`src/hw/scfg_pkg.sv`:
```
package scfg_pkg;
    localparam logic [11:0] ADDR_MISC     = 12'h000;
    localparam logic [11:0] ADDR_EXTCTL   = 12'h004;
    localparam logic [11:0] ADDR_INDEX    = 12'h008;
    localparam logic [11:0] ADDR_DATA     = 12'h00c;
    localparam logic [11:0] ADDR_ROMCFG   = 12'h010;
    localparam logic [11:0] ADDR_BUSSTAT  = 12'h014;
    localparam logic [7:0]  IDX_GPSTATUS  = 8'h0f;
    localparam logic [7:0]  STRAP_INV     = 8'hf3;
    localparam int          MISC_SEL_LO   = 2;
    localparam int          MISC_SEL_HI   = 3;
    localparam int          EXT_CLKSEL    = 1;
    localparam int          STRAP_BUS     = 2;
    localparam int          STRAP_CLKOUT  = 3;
    localparam int          ROM_DISABLE   = 0;
    localparam int          ROM_WIDE      = 1;
    localparam logic [1:0]  LOAD_CYCLES   = 2'h2;
    localparam logic [1:0]  SYNC_FILL     = 2'h2;
    localparam logic [1:0]  CLK_IN0       = 2'h0;
    localparam logic [1:0]  CLK_PIN1      = 2'h1;
    localparam logic [1:0]  CLK_PIN2      = 2'h2;
endpackage

```
`src/hw/scfg_clock_select.sv`:
```
`timescale 1ns/1ps
module scfg_clock_select (
    input  wire logic [7:0] miscReg,
    input  wire logic       clkOutMode,
    output logic      [1:0] dotClockSel
);
    always_comb begin
        if (clkOutMode) begin
            dotClockSel = scfg_pkg::CLK_IN0;
        end else if (miscReg[scfg_pkg::MISC_SEL_HI]) begin
            dotClockSel = scfg_pkg::CLK_PIN2;
        end else if (miscReg[scfg_pkg::MISC_SEL_LO]) begin
            dotClockSel = scfg_pkg::CLK_PIN1;
        end else begin
            dotClockSel = scfg_pkg::CLK_IN0;
        end
    end
endmodule

```
`src/hw/strap_config_clock_select.sv`:
```
// The address map and the APB slave port were decided locally.
`timescale 1ns/1ps
module strap_config_clock_select (
    input  wire logic        clk,
    input  wire logic        rstn,
    input  wire logic [7:0]  memoryDataPins,
    input  wire logic        romAddrHit,
    input  wire logic        cardSelected,
    input  wire logic        psel,
    input  wire logic        penable,
    input  wire logic        pwrite,
    input  wire logic [11:0] paddr,
    input  wire logic [31:0] pwdata,
    output logic      [31:0] prdata,
    output logic             pready,
    output logic             pslverr,
    output logic             busIsAt,
    output logic             biosRomDecodeEn,
    output logic             selectFeedbackN,
    output logic             dataSize16N,
    output logic             dotClockPin1Out,
    output logic             dotClockPin1Oe,
    output logic             dotClockPin2Out,
    output logic             dotClockPin2Oe,
    output logic      [1:0]  dotClockSel
);
    ////////////////////////////////////////////////////////////////////////////
    typedef struct packed {
        logic [7:0]  mdSync1;
        logic [7:0]  mdSync2;
        logic        captured;
        logic [1:0]  syncFill;
        logic [7:0]  strap;
        logic [1:0]  romCfg;
        logic [7:0]  misc;
        logic [7:0]  extCtl;
        logic [7:0]  index;
        logic [1:0]  loadCnt;
        logic [31:0] rdata;
        logic        ready;
        logic        err;
        logic        busAt;
        logic        romEn;
        logic        sfb;
        logic        ds16;
        logic        p1Out;
        logic        p1Oe;
        logic        p2Out;
        logic        p2Oe;
        logic [1:0]  clkSel;
    } scfg_state_t;

    scfg_state_t state_q;
    scfg_state_t state_d;
    logic [1:0]  muxSel;

    function automatic logic addrKnown(input logic [11:0] a);
        addrKnown = (a == scfg_pkg::ADDR_MISC) || (a == scfg_pkg::ADDR_EXTCTL) ||
                    (a == scfg_pkg::ADDR_INDEX) || (a == scfg_pkg::ADDR_DATA) ||
                    (a == scfg_pkg::ADDR_ROMCFG) || (a == scfg_pkg::ADDR_BUSSTAT);
    endfunction

    scfg_clock_select u_sel (
        .miscReg     (state_q.misc),
        .clkOutMode  (state_q.strap[scfg_pkg::STRAP_CLKOUT]),
        .dotClockSel (muxSel)
    );

    ////////////////////////////////////////////////////////////////////////////
    logic access;
    logic complete;
    logic wrMisc;
    logic [7:0] strapNew;
    always_comb begin
        state_d  = state_q;
        access   = psel && penable && !state_q.ready;
        complete = psel && penable && state_q.ready;
        wrMisc   = complete && pwrite && (paddr == scfg_pkg::ADDR_MISC);
        strapNew = state_q.mdSync2 ^ scfg_pkg::STRAP_INV;
        state_d.mdSync1 = memoryDataPins;
        state_d.mdSync2 = state_q.mdSync1;
        // Both sync stages must hold pin levels before the single capture
        if (state_q.syncFill != scfg_pkg::SYNC_FILL) begin
            state_d.syncFill = state_q.syncFill + 2'h1;
        end
        // One capture after release, then frozen until next reset
        if (!state_q.captured && (state_q.syncFill == scfg_pkg::SYNC_FILL)) begin
            state_d.captured = 1'b1;
            state_d.strap    = {strapNew[7:2], 2'h0};
            state_d.romCfg   = strapNew[1:0];
        end
        state_d.ready = access;
        state_d.err   = access && !addrKnown(paddr);
        state_d.rdata = 32'h0;
        // Writes land at the edge where pready is seen high
        if (complete && pwrite) begin
            case (paddr)
                scfg_pkg::ADDR_MISC: begin
                    state_d.misc = pwdata[7:0];
                end
                scfg_pkg::ADDR_EXTCTL: begin
                    state_d.extCtl = pwdata[7:0];
                end
                scfg_pkg::ADDR_INDEX: begin
                    state_d.index = pwdata[7:0];
                end
                default: begin
                end
            endcase
        end
        if (access && !pwrite) begin
            case (paddr)
                scfg_pkg::ADDR_MISC: begin
                    state_d.rdata = {24'h0, state_q.misc};
                end
                scfg_pkg::ADDR_EXTCTL: begin
                    state_d.rdata = {24'h0, state_q.extCtl};
                end
                scfg_pkg::ADDR_INDEX: begin
                    state_d.rdata = {24'h0, state_q.index};
                end
                scfg_pkg::ADDR_DATA: begin
                    if (state_q.index == scfg_pkg::IDX_GPSTATUS) begin
                        state_d.rdata = {24'h0, state_q.strap[7:4], 4'h0};
                    end
                end
                scfg_pkg::ADDR_ROMCFG: begin
                    state_d.rdata = {30'h0, state_q.romCfg};
                end
                scfg_pkg::ADDR_BUSSTAT: begin
                    state_d.rdata = {30'h0, muxSel};
                end
                default: begin
                end
            endcase
        end
        // Load pulse on misc write while the clock-output strap is set, stretched over a few cycles
        if (wrMisc && state_q.strap[scfg_pkg::STRAP_CLKOUT]) begin
            state_d.loadCnt = scfg_pkg::LOAD_CYCLES;
        end else if (state_q.loadCnt != 2'h0) begin
            state_d.loadCnt = state_q.loadCnt - 2'h1;
        end
        state_d.busAt = state_q.strap[scfg_pkg::STRAP_BUS];
        state_d.romEn = state_q.captured && !state_q.romCfg[scfg_pkg::ROM_DISABLE];
        if (state_q.strap[scfg_pkg::STRAP_BUS]) begin
            state_d.sfb  = !(state_q.captured && state_q.romCfg[scfg_pkg::ROM_WIDE]);
            state_d.ds16 = 1'b1;
        end else begin
            state_d.sfb  = !cardSelected;
            state_d.ds16 = !(state_q.romCfg[scfg_pkg::ROM_WIDE] && romAddrHit &&
                             state_d.romEn);
        end
        state_d.p1Oe   = state_q.strap[scfg_pkg::STRAP_CLKOUT];
        state_d.p2Oe   = state_q.strap[scfg_pkg::STRAP_CLKOUT];
        state_d.p1Out  = !(state_d.p1Oe && (state_q.loadCnt != 2'h0));
        state_d.p2Out  = state_q.extCtl[scfg_pkg::EXT_CLKSEL];
        state_d.clkSel = muxSel;
    end

    always_ff @(posedge clk or negedge rstn) begin
        if (!rstn) begin
            state_q       <= '0;
            state_q.busAt <= 1'b1;
            state_q.sfb   <= 1'b1;
            state_q.ds16  <= 1'b1;
            state_q.p1Out <= 1'b1;
        end else begin
            state_q <= state_d;
        end
    end

    ////////////////////////////////////////////////////////////////////////////
    assign prdata          = state_q.rdata;
    assign pready          = state_q.ready;
    assign pslverr         = state_q.err;
    assign busIsAt         = state_q.busAt;
    assign biosRomDecodeEn = state_q.romEn;
    assign selectFeedbackN = state_q.sfb;
    assign dataSize16N     = state_q.ds16;
    assign dotClockPin1Out = state_q.p1Out;
    assign dotClockPin1Oe  = state_q.p1Oe;
    assign dotClockPin2Out = state_q.p2Out;
    assign dotClockPin2Oe  = state_q.p2Oe;
    assign dotClockSel     = state_q.clkSel;

    ////////////////////////////////////////////////////////////////////////////
    property p_strapHold;
        @(posedge clk) disable iff (!rstn)
        state_q.captured |=> $stable(state_q.strap) && $stable(state_q.romCfg);
    endproperty
    a_strapHold: assert property (p_strapHold) else $error("strap changed");

    property p_pinDir;
        @(posedge clk) disable iff (!rstn)
        ##1 (dotClockPin1Oe == $past(state_q.strap[scfg_pkg::STRAP_CLKOUT])) &&
            (dotClockPin2Oe == dotClockPin1Oe);
    endproperty
    a_pinDir: assert property (p_pinDir) else $error("clock pin direction wrong");

    property p_lockIn0;
        @(posedge clk) disable iff (!rstn)
        state_q.strap[scfg_pkg::STRAP_CLKOUT] |=> dotClockSel == scfg_pkg::CLK_IN0;
    endproperty
    a_lockIn0: assert property (p_lockIn0) else $error("mux not locked");

    property p_selPin2;
        @(posedge clk) disable iff (!rstn)
        (!state_q.strap[scfg_pkg::STRAP_CLKOUT] && state_q.misc[scfg_pkg::MISC_SEL_HI])
            |=> dotClockSel == scfg_pkg::CLK_PIN2;
    endproperty
    a_selPin2: assert property (p_selPin2) else $error("pin2 not selected");

    property p_loadPulse;
        @(posedge clk) disable iff (!rstn)
        (psel && penable && pwrite && pready && paddr == scfg_pkg::ADDR_MISC &&
         state_q.strap[scfg_pkg::STRAP_CLKOUT])
            |=> ##1 !dotClockPin1Out [*2];
    endproperty
    a_loadPulse: assert property (p_loadPulse) else $error("no load pulse");

    property p_pin2Level;
        @(posedge clk) disable iff (!rstn)
        ##1 dotClockPin2Out == $past(state_q.extCtl[scfg_pkg::EXT_CLKSEL]);
    endproperty
    a_pin2Level: assert property (p_pin2Level) else $error("pin2 level wrong");

    property p_statusRead;
        @(posedge clk) disable iff (!rstn)
        (psel && penable && !pwrite && !pready && paddr == scfg_pkg::ADDR_DATA &&
         state_q.index == scfg_pkg::IDX_GPSTATUS)
            |=> prdata == {24'h0, state_q.strap[7:4], 4'h0};
    endproperty
    a_statusRead: assert property (p_statusRead) else $error("status read wrong");

    property p_atFeedback;
        @(posedge clk) disable iff (!rstn)
        (state_q.captured && state_q.strap[scfg_pkg::STRAP_BUS] &&
         state_q.romCfg[scfg_pkg::ROM_WIDE]) |=> !selectFeedbackN;
    endproperty
    a_atFeedback: assert property (p_atFeedback) else $error("feedback not low");

    property p_mcaSize;
        @(posedge clk) disable iff (!rstn)
        (state_q.captured && !state_q.strap[scfg_pkg::STRAP_BUS] && !dataSize16N) |->
            $past(state_q.romCfg[scfg_pkg::ROM_WIDE] && romAddrHit);
    endproperty
    a_mcaSize: assert property (p_mcaSize) else $error("size16 without cause");

    property p_strapPolarity;
        @(posedge clk) disable iff (!rstn)
        (!state_q.captured && (state_q.syncFill == scfg_pkg::SYNC_FILL)) |=>
            (state_q.strap[scfg_pkg::STRAP_BUS] ==
             $past(state_q.mdSync2[scfg_pkg::STRAP_BUS])) &&
            (state_q.romCfg[scfg_pkg::ROM_WIDE] !=
             $past(state_q.mdSync2[scfg_pkg::ROM_WIDE]));
    endproperty
    a_strapPolarity: assert property (p_strapPolarity) else $error("strap polarity wrong");

    property p_romDecode;
        @(posedge clk) disable iff (!rstn)
        state_q.captured |=>
            biosRomDecodeEn != $past(state_q.romCfg[scfg_pkg::ROM_DISABLE]);
    endproperty
    a_romDecode: assert property (p_romDecode) else $error("rom decode wrong");

    property p_busMode;
        @(posedge clk) disable iff (!rstn)
        state_q.captured |=> busIsAt == $past(state_q.strap[scfg_pkg::STRAP_BUS]);
    endproperty
    a_busMode: assert property (p_busMode) else $error("bus mode wrong");

    property p_mcaFeedback;
        @(posedge clk) disable iff (!rstn)
        (state_q.captured && !state_q.strap[scfg_pkg::STRAP_BUS]) |=>
            selectFeedbackN != $past(cardSelected);
    endproperty
    a_mcaFeedback: assert property (p_mcaFeedback) else $error("card feedback wrong");

    property p_atSize;
        @(posedge clk) disable iff (!rstn)
        (state_q.captured && state_q.strap[scfg_pkg::STRAP_BUS]) |=> dataSize16N;
    endproperty
    a_atSize: assert property (p_atSize) else $error("size16 active in AT mode");

    property p_size16Hit;
        @(posedge clk) disable iff (!rstn)
        (state_q.captured && !state_q.strap[scfg_pkg::STRAP_BUS] && romAddrHit &&
         state_q.romCfg[scfg_pkg::ROM_WIDE] && !state_q.romCfg[scfg_pkg::ROM_DISABLE])
            |=> !dataSize16N;
    endproperty
    a_size16Hit: assert property (p_size16Hit) else $error("size16 missing on rom hit");

    property p_selPin1;
        @(posedge clk) disable iff (!rstn)
        (!state_q.strap[scfg_pkg::STRAP_CLKOUT] && !state_q.misc[scfg_pkg::MISC_SEL_HI] &&
         state_q.misc[scfg_pkg::MISC_SEL_LO]) |=> dotClockSel == scfg_pkg::CLK_PIN1;
    endproperty
    a_selPin1: assert property (p_selPin1) else $error("pin1 not selected");

    property p_selIn0;
        @(posedge clk) disable iff (!rstn)
        (!state_q.strap[scfg_pkg::STRAP_CLKOUT] && !state_q.misc[scfg_pkg::MISC_SEL_HI] &&
         !state_q.misc[scfg_pkg::MISC_SEL_LO]) |=> dotClockSel == scfg_pkg::CLK_IN0;
    endproperty
    a_selIn0: assert property (p_selIn0) else $error("input 0 not selected");

    property p_pin1Idle;
        @(posedge clk) disable iff (!rstn)
        !state_q.strap[scfg_pkg::STRAP_CLKOUT] |=> dotClockPin1Out;
    endproperty
    a_pin1Idle: assert property (p_pin1Idle) else $error("load pulse while inputs");

    property p_statusLow;
        @(posedge clk) disable iff (!rstn)
        (psel && penable && !pwrite && !pready && paddr == scfg_pkg::ADDR_DATA) |=>
            prdata[scfg_pkg::STRAP_CLKOUT:scfg_pkg::STRAP_BUS] == 2'h0;
    endproperty
    a_statusLow: assert property (p_statusLow) else $error("hidden straps readable");
endmodule

```
`config.mk`:
```
export PLATFORM = sky130hd
export DESIGN_NAME = strap_config_clock_select
export DESIGN_NICKNAME = d
export VERILOG_FILES = /design/src/hw/scfg_pkg.sv /design/src/hw/scfg_clock_select.sv /design/src/hw/strap_config_clock_select.sv
export SDC_FILE = /design/constraint.sdc
export NUM_CORES = 1
export LEC_CHECK = 0
export ABC_AREA = 1
export ABC_CLOCK_PERIOD_IN_PS = 1750
export BUFFER_PORTS_ARGS = -buffer_cell sky130_fd_sc_hd__buf_2
export CORE_MARGIN = 2
export CORE_UTILIZATION = 50
export CTS_CLUSTER_DIAMETER = 200
export DETAILED_ROUTE_END_ITERATION = 8
export PLACE_DENSITY_LB_ADDON = 0.25
export SYNTH_ARGS = -nofsm -noshare
export SYNTH_HDL_FRONTEND = slang
export SYNTH_SLANG_ARGS = --single-unit
```
`constraint.sdc`:
```
create_clock -name clk -period 1.75 [get_ports clk]
set_input_delay 0.0875 -clock clk [delete_from_list [all_inputs] [get_ports clk]]
set_output_delay 0.0875 -clock clk [all_outputs]
set_load 0.05 [all_outputs]
```
==> results.ini, run 1 <==
[logic_synthesis]
synth_area_per_cell_um2=9.81
ys_seq_area_frac=0.565
synth_warnings=0
synth_area_um2=3200
synth_cells=326
ys_ff_latch=72
synth_cell_types=30

[outcome]
status=complete, no violations

[clock_network]
cts_tree=yes
root_buffer=clkbuf_8
cts_buffers=9
clk-insertion-delay-late_ps=350
cts_sinks=72
clk_path_buf_depth=2
htreeDepth=3
clkSlewWorstSetupHoldPaths_ps=70

[sta]
fin_setup_tns_ps=0
fmax_ghz=0.622
skew_ps=5.80
whs_ps=25.1
fin_crit_ps=1610
setup_viol_count_final=0
hold_viol_final=0
fin_crit_sh=0.918
drv_slew=0
rsz0062_at_grt=no

[detailed_routing]
ant_nets=0
wirelength_um=5550
drcViolationCount=0
vias=2216
post_drt_via_cell_ratio=4.68
first_iter_violations=173
routedWlPerCell_um=11.7
first_pass_iters=4

[floorplan]
die_w_um=84.0
coreArea_um2=6280
num_rows=29
die-area_um2=7050
initial_core_util=0.509
io_pins=103
die_h_um=84.0

[worst_setup_path]
path_max_fanout=8
crit_chain=dlygate4sd3_1 -> buf_2 -> nand2_1 -> dlygate4sd3_1 -> nor2_1 -> inv_1 -> nor2_2 -> nand2_4 -> nor2_2
end_kind=register
worst-path-buf-inv=4
r2r_start=pready
arrival_ps=1880
cp_slowest_cell=dlygate4sd3_1
start_kind=primary input
crit_type=in2reg
cp-startpoint=penable
cp_top_family=buffers and inverters
required_ps=2030
cp_slowest_stage_delay_ps=550

[layout]
layout_common_cells=dfrtp_1 (68), buf_2 (54), nand2_1 (47), nand3_1 (35)
layout.cells.most_common=dfrtp_1
nets=453
drive_above_1_share=0.252
fillCellCount=574
area_delta_synth_final_pct=17.9
diodes=0

[global_routing]
first_global_vias=2228
track_usage=0.180
grt-ovfl-total=0
grt_max_degree=38
antenna_found_initial=0
grt_pass1_wl_um=9920

[hold_path]
hp-start=pwdata[0]
hold_class=in2reg

[place]
globalplace.congestion=0.749
dpl.hpwl_um=4020
portBuffers=54

[flow_run]
cap_violations=0

[power_and_ir_drop]
p_per_area_nw_per_um2=983
cellLeakagePower_nw=1.97
peakVddDrop_mv=0.777

final timing paths:
kind / slack, ps / cells past startpoint / endpoint
min reg2reg: 350 / 0 / state_q[84]
min in group asynchronous: 210 / 2 / state_d[9]
max reg2reg: 460 / 5 / state_q[60]
max: 140 / 9 / prdata[6]
max in group asynchronous: 950 / 3 / state_q[53]
min: 30 / 3 / state_q[46]
cell families (layout without fill, tap and decap cells):
family / Yosys count / after routing / share of synthesized area
buf+inv: 75 / 123 / 0.144
fa+ha+maj: 2 / 2 / 0.00783
other cells: 1 / 24 / 0.00117
mux: 2 / 2 / 0.00704
xor+xnor: 1 / 1 / 0.00274
compound gates: 38 / 38 / 0.0669
simple gates: 135 / 135 / 0.205
flops: 72 / 72 / 0.565
layout make-up:
| cell class | instances | area (um2) | share of cell area |
|---|---|---|---|
| Sequential cell | 72 | 1810 | 0.479 |
| Timing Repair Buffer | 74 | 470 | 0.125 |
| Clock inverter | 4 | 76.3 | 0.0202 |
| Inverter | 33 | 124 | 0.0329 |
| Multi-Input combinational cell | 202 | 1040 | 0.276 |
| Clock buffer | 12 | 155 | 0.0412 |
| Tap cell | 77 | 96.3 | 0.0256 |
metal layers:
| layer | track usage | part of all wire |
|---|---|---|
| met1 | 0.221 | 0.43 |
| met2 | 0.293 | 0.50 |
| met3 | 0.0593 | 0.055 |
| met4 | 0.0704 | 0.018 |
| met5 | 0 | 0 |
Yosys cell counts:
cell type	count	area, um2
xnor2_1	1	8.76
o21ai_2	2	17.5
mux2_2	2	22.5
nor2_1	39	146
buf_2	1	5.00
nand4_1	1	6.26
o21a_1	6	45.0
nand3_1	35	175
dfrtp_1	68	1700
o21ai_1	5	25.0
nand2_1	48	180
inv_1	32	120
dfstp_2	4	105
nor2_2	1	6.26
nor2_4	1	11.3
nand2_2	2	12.5
o22ai_1	1	6.26
conb_1	1	3.75
ha_1	2	25.0
buf_6	4	45.0
o21ai_0	24	120
buf_4	35	263
nor3_1	2	10.0
nand4_4	1	21.3
buf_12	1	20.0
clkbuf_1	1	3.75
nand3_4	2	35.0
nor2_8	2	40.0
nand2_4	1	11.3
clkinv_1	1	3.75
sequential cells by signal, summed over array words and instances (netlist names), 2 cells and up:
signal / count
state_q: 42
state_d: 11
prdata: 8
dotClockSel: 2
tightest hold or removal path: stages:
cell     delay [ps]
buf_2            70
inv_1            50
o21ai_1         120
through the flow:
step / setup slack (ps) / instance area, um2 / total power, mW / util / std cells
2_1_floorplan: 218 / 3280 / 2.15 / - / 349
3_3_place_gp: 331 / 3360 / 2.22 / 0.536 / 443
3_5_place_dp: 295 / 3360 / 2.24 / 0.536 / 443
4_1_cts: 27.8 / 3740 / 3.75 / 0.597 / 474
5_1_grt: 22.1 / 3770 / 3.87 / 0.601 / 474
6_report: 143 / 3770 / 3.71 / 0.601 / 474
repair_timing:
item                                    4_1_cts  5_1_grt
buffers inserted                              0        0
endpoints found under the setup margin        0        8
endpoints found under the hold margin        31        0
gates resized for setup                       0        9
hold buffers                                 15        0
report_power, final:
| group | internal (mW) | leakage [nW] | switching (mW) |
|---|---|---|---|
| logic | 0.128 | 0.958 | 0.334 |
| registers | 1.74 | 0.902 | 0.0267 |
| clock network | 0.883 | 0.113 | 0.595 |
(Power assumes the default switching activity.)
==> run 2, diff against run 1 <==
--- a/config.mk
+++ b/config.mk
@@ -7,11 +7,12 @@
 export LEC_CHECK = 0
 export ABC_AREA = 1
 export ABC_CLOCK_PERIOD_IN_PS = 1750
-export BUFFER_PORTS_ARGS = -buffer_cell sky130_fd_sc_hd__buf_2
+export CAP_MARGIN = 25
 export CORE_MARGIN = 2
-export CORE_UTILIZATION = 50
+export CORE_UTILIZATION = 62
 export CTS_CLUSTER_DIAMETER = 200
 export DETAILED_ROUTE_END_ITERATION = 8
+export DONT_BUFFER_PORTS = 1
 export PLACE_DENSITY_LB_ADDON = 0.25
 export SYNTH_ARGS = -nofsm -noshare
 export SYNTH_HDL_FRONTEND = slang
==> results.ini, run 2 (synthesis gave the netlist of run 1 again) <==
[clock_network]
clk_path_buf_depth=2
htreeDepth=3
root_buffer=clkbuf_8
cts_buffers=9
hold_buffers=20
cts_setup_buffers=0
cts_tree=yes
cts_sinks=72
clk-insertion-delay-late_ps=350
clkSlewWorstSetupHoldPaths_ps=80

[sta]
whs_ps=-577
skew_ps=4.66
fmax_ghz=0.666
fin_setup_tns_ps=0
drv_slew=0
hold_viol_final=72
fin_crit_sh=0.857
setup_viol_count_final=0
fin_crit_ps=1500
fin_ws_ps=250
rsz0062_at_grt=no

[power_and_ir_drop]
peakVddDrop_mv=0.771
pwr-share-seq=0.522
p_per_area_nw_per_um2=1000
comb_power_share=0.094
total_power_mw=3.49
power.clock.fraction=0.383
cellLeakagePower_nw=1.73
sw_frac_of_total=0.273
internal_power_mw=2.54
power.switching_uw=954

[layout]
area_delta_synth_final_pct=8.61
layout.cells.most_common=dfrtp_1
nets=403
largest_reg_flops=42
regMostFlops=state_q
layout_common_cells=dfrtp_1 (68), nand2_1 (47), nor2_1 (39), nand3_1 (35), inv_1 (32)
diodes=0
drive_above_1_share=0.112

[detailed_routing]
vias=2043
ant_nets=0
routedWlPerCell_um=12.9
wirelength_um=5380
post_drt_via_cell_ratio=4.90
drcViolationCount=0
first_pass_iters=4
first_iter_violations=148

[worst_setup_path]
worst-path-buf-inv=3
required_ps=2020
arrival_ps=1780
end_kind=register
cp_slowest_cell=dlygate4sd3_1
crit_chain=dlygate4sd3_1 -> nand2_1 -> dlygate4sd3_1 -> nor2_1 -> inv_1 -> nor2_1 -> nand2_2 -> nor2_1
path_max_fanout=8
crit_top_cell=nor2_1
cp_top_family=buffers and inverters
start_kind=primary input
crit_type=in2reg
cp_slowest_stage_delay_ps=550

[floorplan]
die_w_um=75.8
num_rows=26
die_h_um=75.8
initial_core_util=0.634
io_pins=103
die-area_um2=5750
coreArea_um2=5040

[global_routing]
grt_pass1_wl_um=8780
grt-ovfl-total=0
track_usage=0.212
antenna_found_initial=0
grt_max_degree=73
first_global_vias=1899

[outcome]
failed_checks=hold timing
status=finished with violations

[hold_path]
hold_class=in2async

[place]
dpl.hpwl_um=3510
globalplace.congestion=0.747
post-place-ws_ps=332
portBuffers=0

[flow_run]
cap_violations=0

run 2: changes by cell type in the layout (fill, tap and decap cells not counted), moves of 5 or more:
cell           delta
nor2_1            +7
buf_2            -54
dlygate4sd3_1     +5
nor2_2            -7
run 2: worst paths after layout:
path,start,endpoint,slack (ps),cells after the start
max,penable,prdata[5],250,8
min,rstn,state_q[83],-580,0
max reg2reg,state_q[80],state_d[9],390,4
min reg2reg,state_d[84],state_q[84],350,0
max in group asynchronous,rstn,dataSize16N,2150,0
min in group clk,pwrite,prdata[0],10,3
run 2: worst register-to-register path: cells and delay by family (launching register included):
kind | cells | cell delay [ps]
flip-flops | 1 | 370
multiplexers | 1 | 370
adder cells (fa/ha/maj) | 1 | 240
AND/OR/NAND/NOR | 1 | 220
buffers and inverters | 1 | 50
run 2: power by group through the flow:
stage	clock network (mW)	registers, mW	logic [mW]
2_1_floorplan	0	1.85	0.300
3_3_place_gp	0	1.85	0.282
3_5_place_dp	0	1.86	0.294
4_1_cts	1.36	1.82	0.331
5_1_grt	1.43	1.83	0.376
6_report	1.34	1.82	0.328
run 2: metrics by stage:
step | instance area, um2 | cells | util
5_1_grt | 3470 | 417 | 0.689
2_1_floorplan | 3280 | 349 | -
6_report | 3470 | 417 | 0.689
3_3_place_gp | 3060 | 381 | 0.608
3_5_place_dp | 3060 | 381 | 0.608
4_1_cts | 3470 | 417 | 0.688
run 2: timing repair:
action,in CTS,in global routing
resized for setup,0,1
endpoints found under the hold margin,108,72
endpoints found under the setup margin,0,2
run 2: layer usage:
layer | wire length (um) | global-route usage | vias up | part of all wire
li1 | - | - | 1010 | -
met2 | 2640 | 0.335 | 60 | 0.49
met5 | 0 | 0 | - | 0
met4 | 80 | 0.105 | 0 | 0.015
met3 | 257 | 0.0489 | 10 | 0.048
met1 | 2400 | 0.274 | 963 | 0.45
run 2: cell type report:
type / instances / area, um2
well taps: 70 / 87.6
inverters: 33 / 124
multi-input cells: 202 / 1020
repair buffers: 24 / 230
clock buffers: 10 / 138
fillers: 390 / 1570
flip-flops and latches: 72 / 1810
clock inverters: 6 / 67.6
==> run 3, diff against run 2 <==
--- a/config.mk
+++ b/config.mk
@@ -16,4 +16,5 @@
 export PLACE_DENSITY_LB_ADDON = 0.25
 export SYNTH_ARGS = -nofsm -noshare
 export SYNTH_HDL_FRONTEND = slang
+export SYNTH_HIERARCHICAL = 1
 export SYNTH_SLANG_ARGS = --single-unit
==> results.ini, run 3 <==
[floorplan]
coreArea_um2=5040
io_pins=103
die-area_um2=5780
num_rows=26
initial_core_util=0.638
die_w_um=76.0
die_h_um=76.0

[detailed_routing]
ant_nets=0
vias=2058
wirelength_um=5260
first_pass_iters=4
drcViolationCount=0
routedWlPerCell_um=12.6
first_iter_violations=174
post_drt_via_cell_ratio=4.92

[worst_setup_path]
arrival_ps=1810
rrSetupSlack_ps=480
r2r_start=pready
crit_top_cell=nor2_1
worst-path-buf-inv=3
cp_slowest_cell=dlygate4sd3_1
worst_r2r_endpoint=state_q[67]
cp_top_family=buffers and inverters
cp_slowest_stage_delay_ps=550
crit_type=in2reg
required_ps=2020
end_kind=register
start_kind=primary input
path_max_fanout=8
crit_chain=dlygate4sd3_1 -> nand2_1 -> dlygate4sd3_1 -> nor2_1 -> inv_1 -> nor2_1 -> nand2_2 -> nor2_1
rr_worst_depth=5

[layout]
seqCellArea_um2=1810
instances_no_fill=418
nets=404
layout.cells.most_common=dfrtp_1
area_delta_synth_final_pct=8.09
multi_input_area_um2=1070
diodes=0
drive_above_1_share=0.178
design_area_um2=3480
largest_reg_flops=42
fillCellCount=412
fin_util=0.690
layout_common_cells=dfrtp_1 (68), nand2_1 (51), nor2_1 (35), nand3_1 (31), inv_1 (25)
regMostFlops=state_q

[clock_network]
htreeDepth=3
cts_sinks=72
clkSlewWorstSetupHoldPaths_ps=80
root_buffer=clkbuf_8
cts_tree=yes
cts_buffers=9
cts_setup_buffers=0
clk_path_buf_depth=2
hold_buffers=20
clk-insertion-delay-late_ps=350

[power_and_ir_drop]
internal_power_mw=2.35
power.switching_uw=932
power.clock.fraction=0.346
sw_frac_of_total=0.284
pwr-share-seq=0.553
peakVddDrop_mv=0.705
total_power_mw=3.28
cellLeakagePower_nw=1.74
comb_power_share=0.101
p_per_area_nw_per_um2=944

[outcome]
status=finished with violations
failed_checks=hold timing

[logic_synthesis]
ys_seq_area_frac=0.561
synth_top_cell_by_area=dfrtp_1
synth_cell_types=25
synth_edf_count=0
synth_top_area_frac=0.529
synth_area_um2=3220
ys_ff_latch=72
synth_common_cells=dfrtp_1 (68), nand2_1 (52), buf_4 (36), nor2_1 (35), nand3_1 (31)
synthTopCellsByArea=dfrtp_1 (53%), buf_4 (8.4%), nand2_1 (6.1%)
synth_cells=326
async_flop_share=1.00
synth_area_per_cell_um2=9.87
synth_warnings=6
ys_dominant_reg_cell=dfrtp_1
synth.most_common_cell=dfrtp_1

[sta]
fin_ws_ps=207
fmax_ghz=0.648
whs_ps=-579
fin_crit_sh=0.881
fin_setup_tns_ps=0
fin_crit_ps=1540
hold_viol_final=72
setup_viol_count_final=0
drv_slew=0
rsz0062_at_grt=no
skew_ps=11.8

[place]
dp_cells=382
globalplace.congestion=0.796
post-place-ws_ps=410
placed_area_um2=3100
dpl.hpwl_um=3510
portBuffers=0

[flow_run]
cap_violations=0

[global_routing]
track_usage=0.200
grt_pass1_wl_um=8990
antenna_found_initial=0
grt-ovfl-total=0
first_global_vias=1939
grt_max_degree=73

[hold_path]
hold_class=in2async

==> run 3: cell count changes after synthesis, sizes merged <==
cell and delta:
clkinv -1, nand3 -5, nor3 -2, nand4 +1, nor2 +2, o21ai +4
buf -1, inv -3, nand2 +11, o21a -6
==> run 3: layer usage <==
metal / global-route usage / vias up / wire [um]
met4: 0.102 / 0 / 99
met5: 0 / - / 0
met1: 0.267 / 973 / 2440
li1: - / 1012 / -
met3: 0.0474 / 10 / 258
met2: 0.311 / 63 / 2460
==> run 3: cell families (layout without fill, tap and decap cells) <==
family | Yosys count | count (layout) | synth area share
fa+ha+maj | 2 | 2 | 0.00777
flops | 72 | 72 | 0.561
mux | 2 | 2 | 0.00700
other cells | 1 | 24 | 0.00117
simple gates | 142 | 142 | 0.218
xor+xnor | 1 | 1 | 0.00272
compound gates | 36 | 36 | 0.0692
buf+inv | 70 | 69 | 0.133
==> run 3: area by class of cell <==
class / instances / area share
Timing Repair Buffer: 24 / 0.0662
Tap cell: 70 / 0.0252
Multi-Input combinational cell: 207 / 0.308
Inverter: 29 / 0.0313
Sequential cell: 72 / 0.519
Clock buffer: 10 / 0.0367
Clock inverter: 6 / 0.0129
==> run 3: worst max-delay path by stage <==
| stage | cells past startpoint | to | slack [ps] | start |
|---|---|---|---|---|
| 6_report | 8 | prdata[7] | 210 | penable |
| 5_1_grt | 8 | prdata[0] | 0.8 | penable |
| 4_1_cts | 8 | prdata[7] | 140 | penable |
| 3_5_place_dp | 7 | prdata[7] | 410 | paddr[7] |
| 3_3_place_gp | 7 | prdata[7] | 430 | paddr[5] |
| 2_1_floorplan | 6 | state_q[67] | 260 | pready |
==> run 3: power groups by stage <==
stage | clock network (mW) | registers, mW | logic, mW
3_3_place_gp | 0 | 1.84 | 0.285
4_1_cts | 1.16 | 1.82 | 0.332
2_1_floorplan | 0 | 1.85 | 0.300
6_report | 1.14 | 1.82 | 0.331
5_1_grt | 1.25 | 1.82 | 0.361
3_5_place_dp | 0 | 1.85 | 0.296
==> run 3: worst register-to-register path, stage by stage (launching register included) <==
cell and delay [ps]:
dfrtp_1 370, nand4_1 100, inv_1 270, nand3_4 220
nand2_1 120, o21ai_0 80
==> run 3: timing repair <==
action | CTS | global route
endpoints found under the hold margin | 105 | 72
setup endpoints to repair | 0 | 8
gates resized for setup | 0 | 1
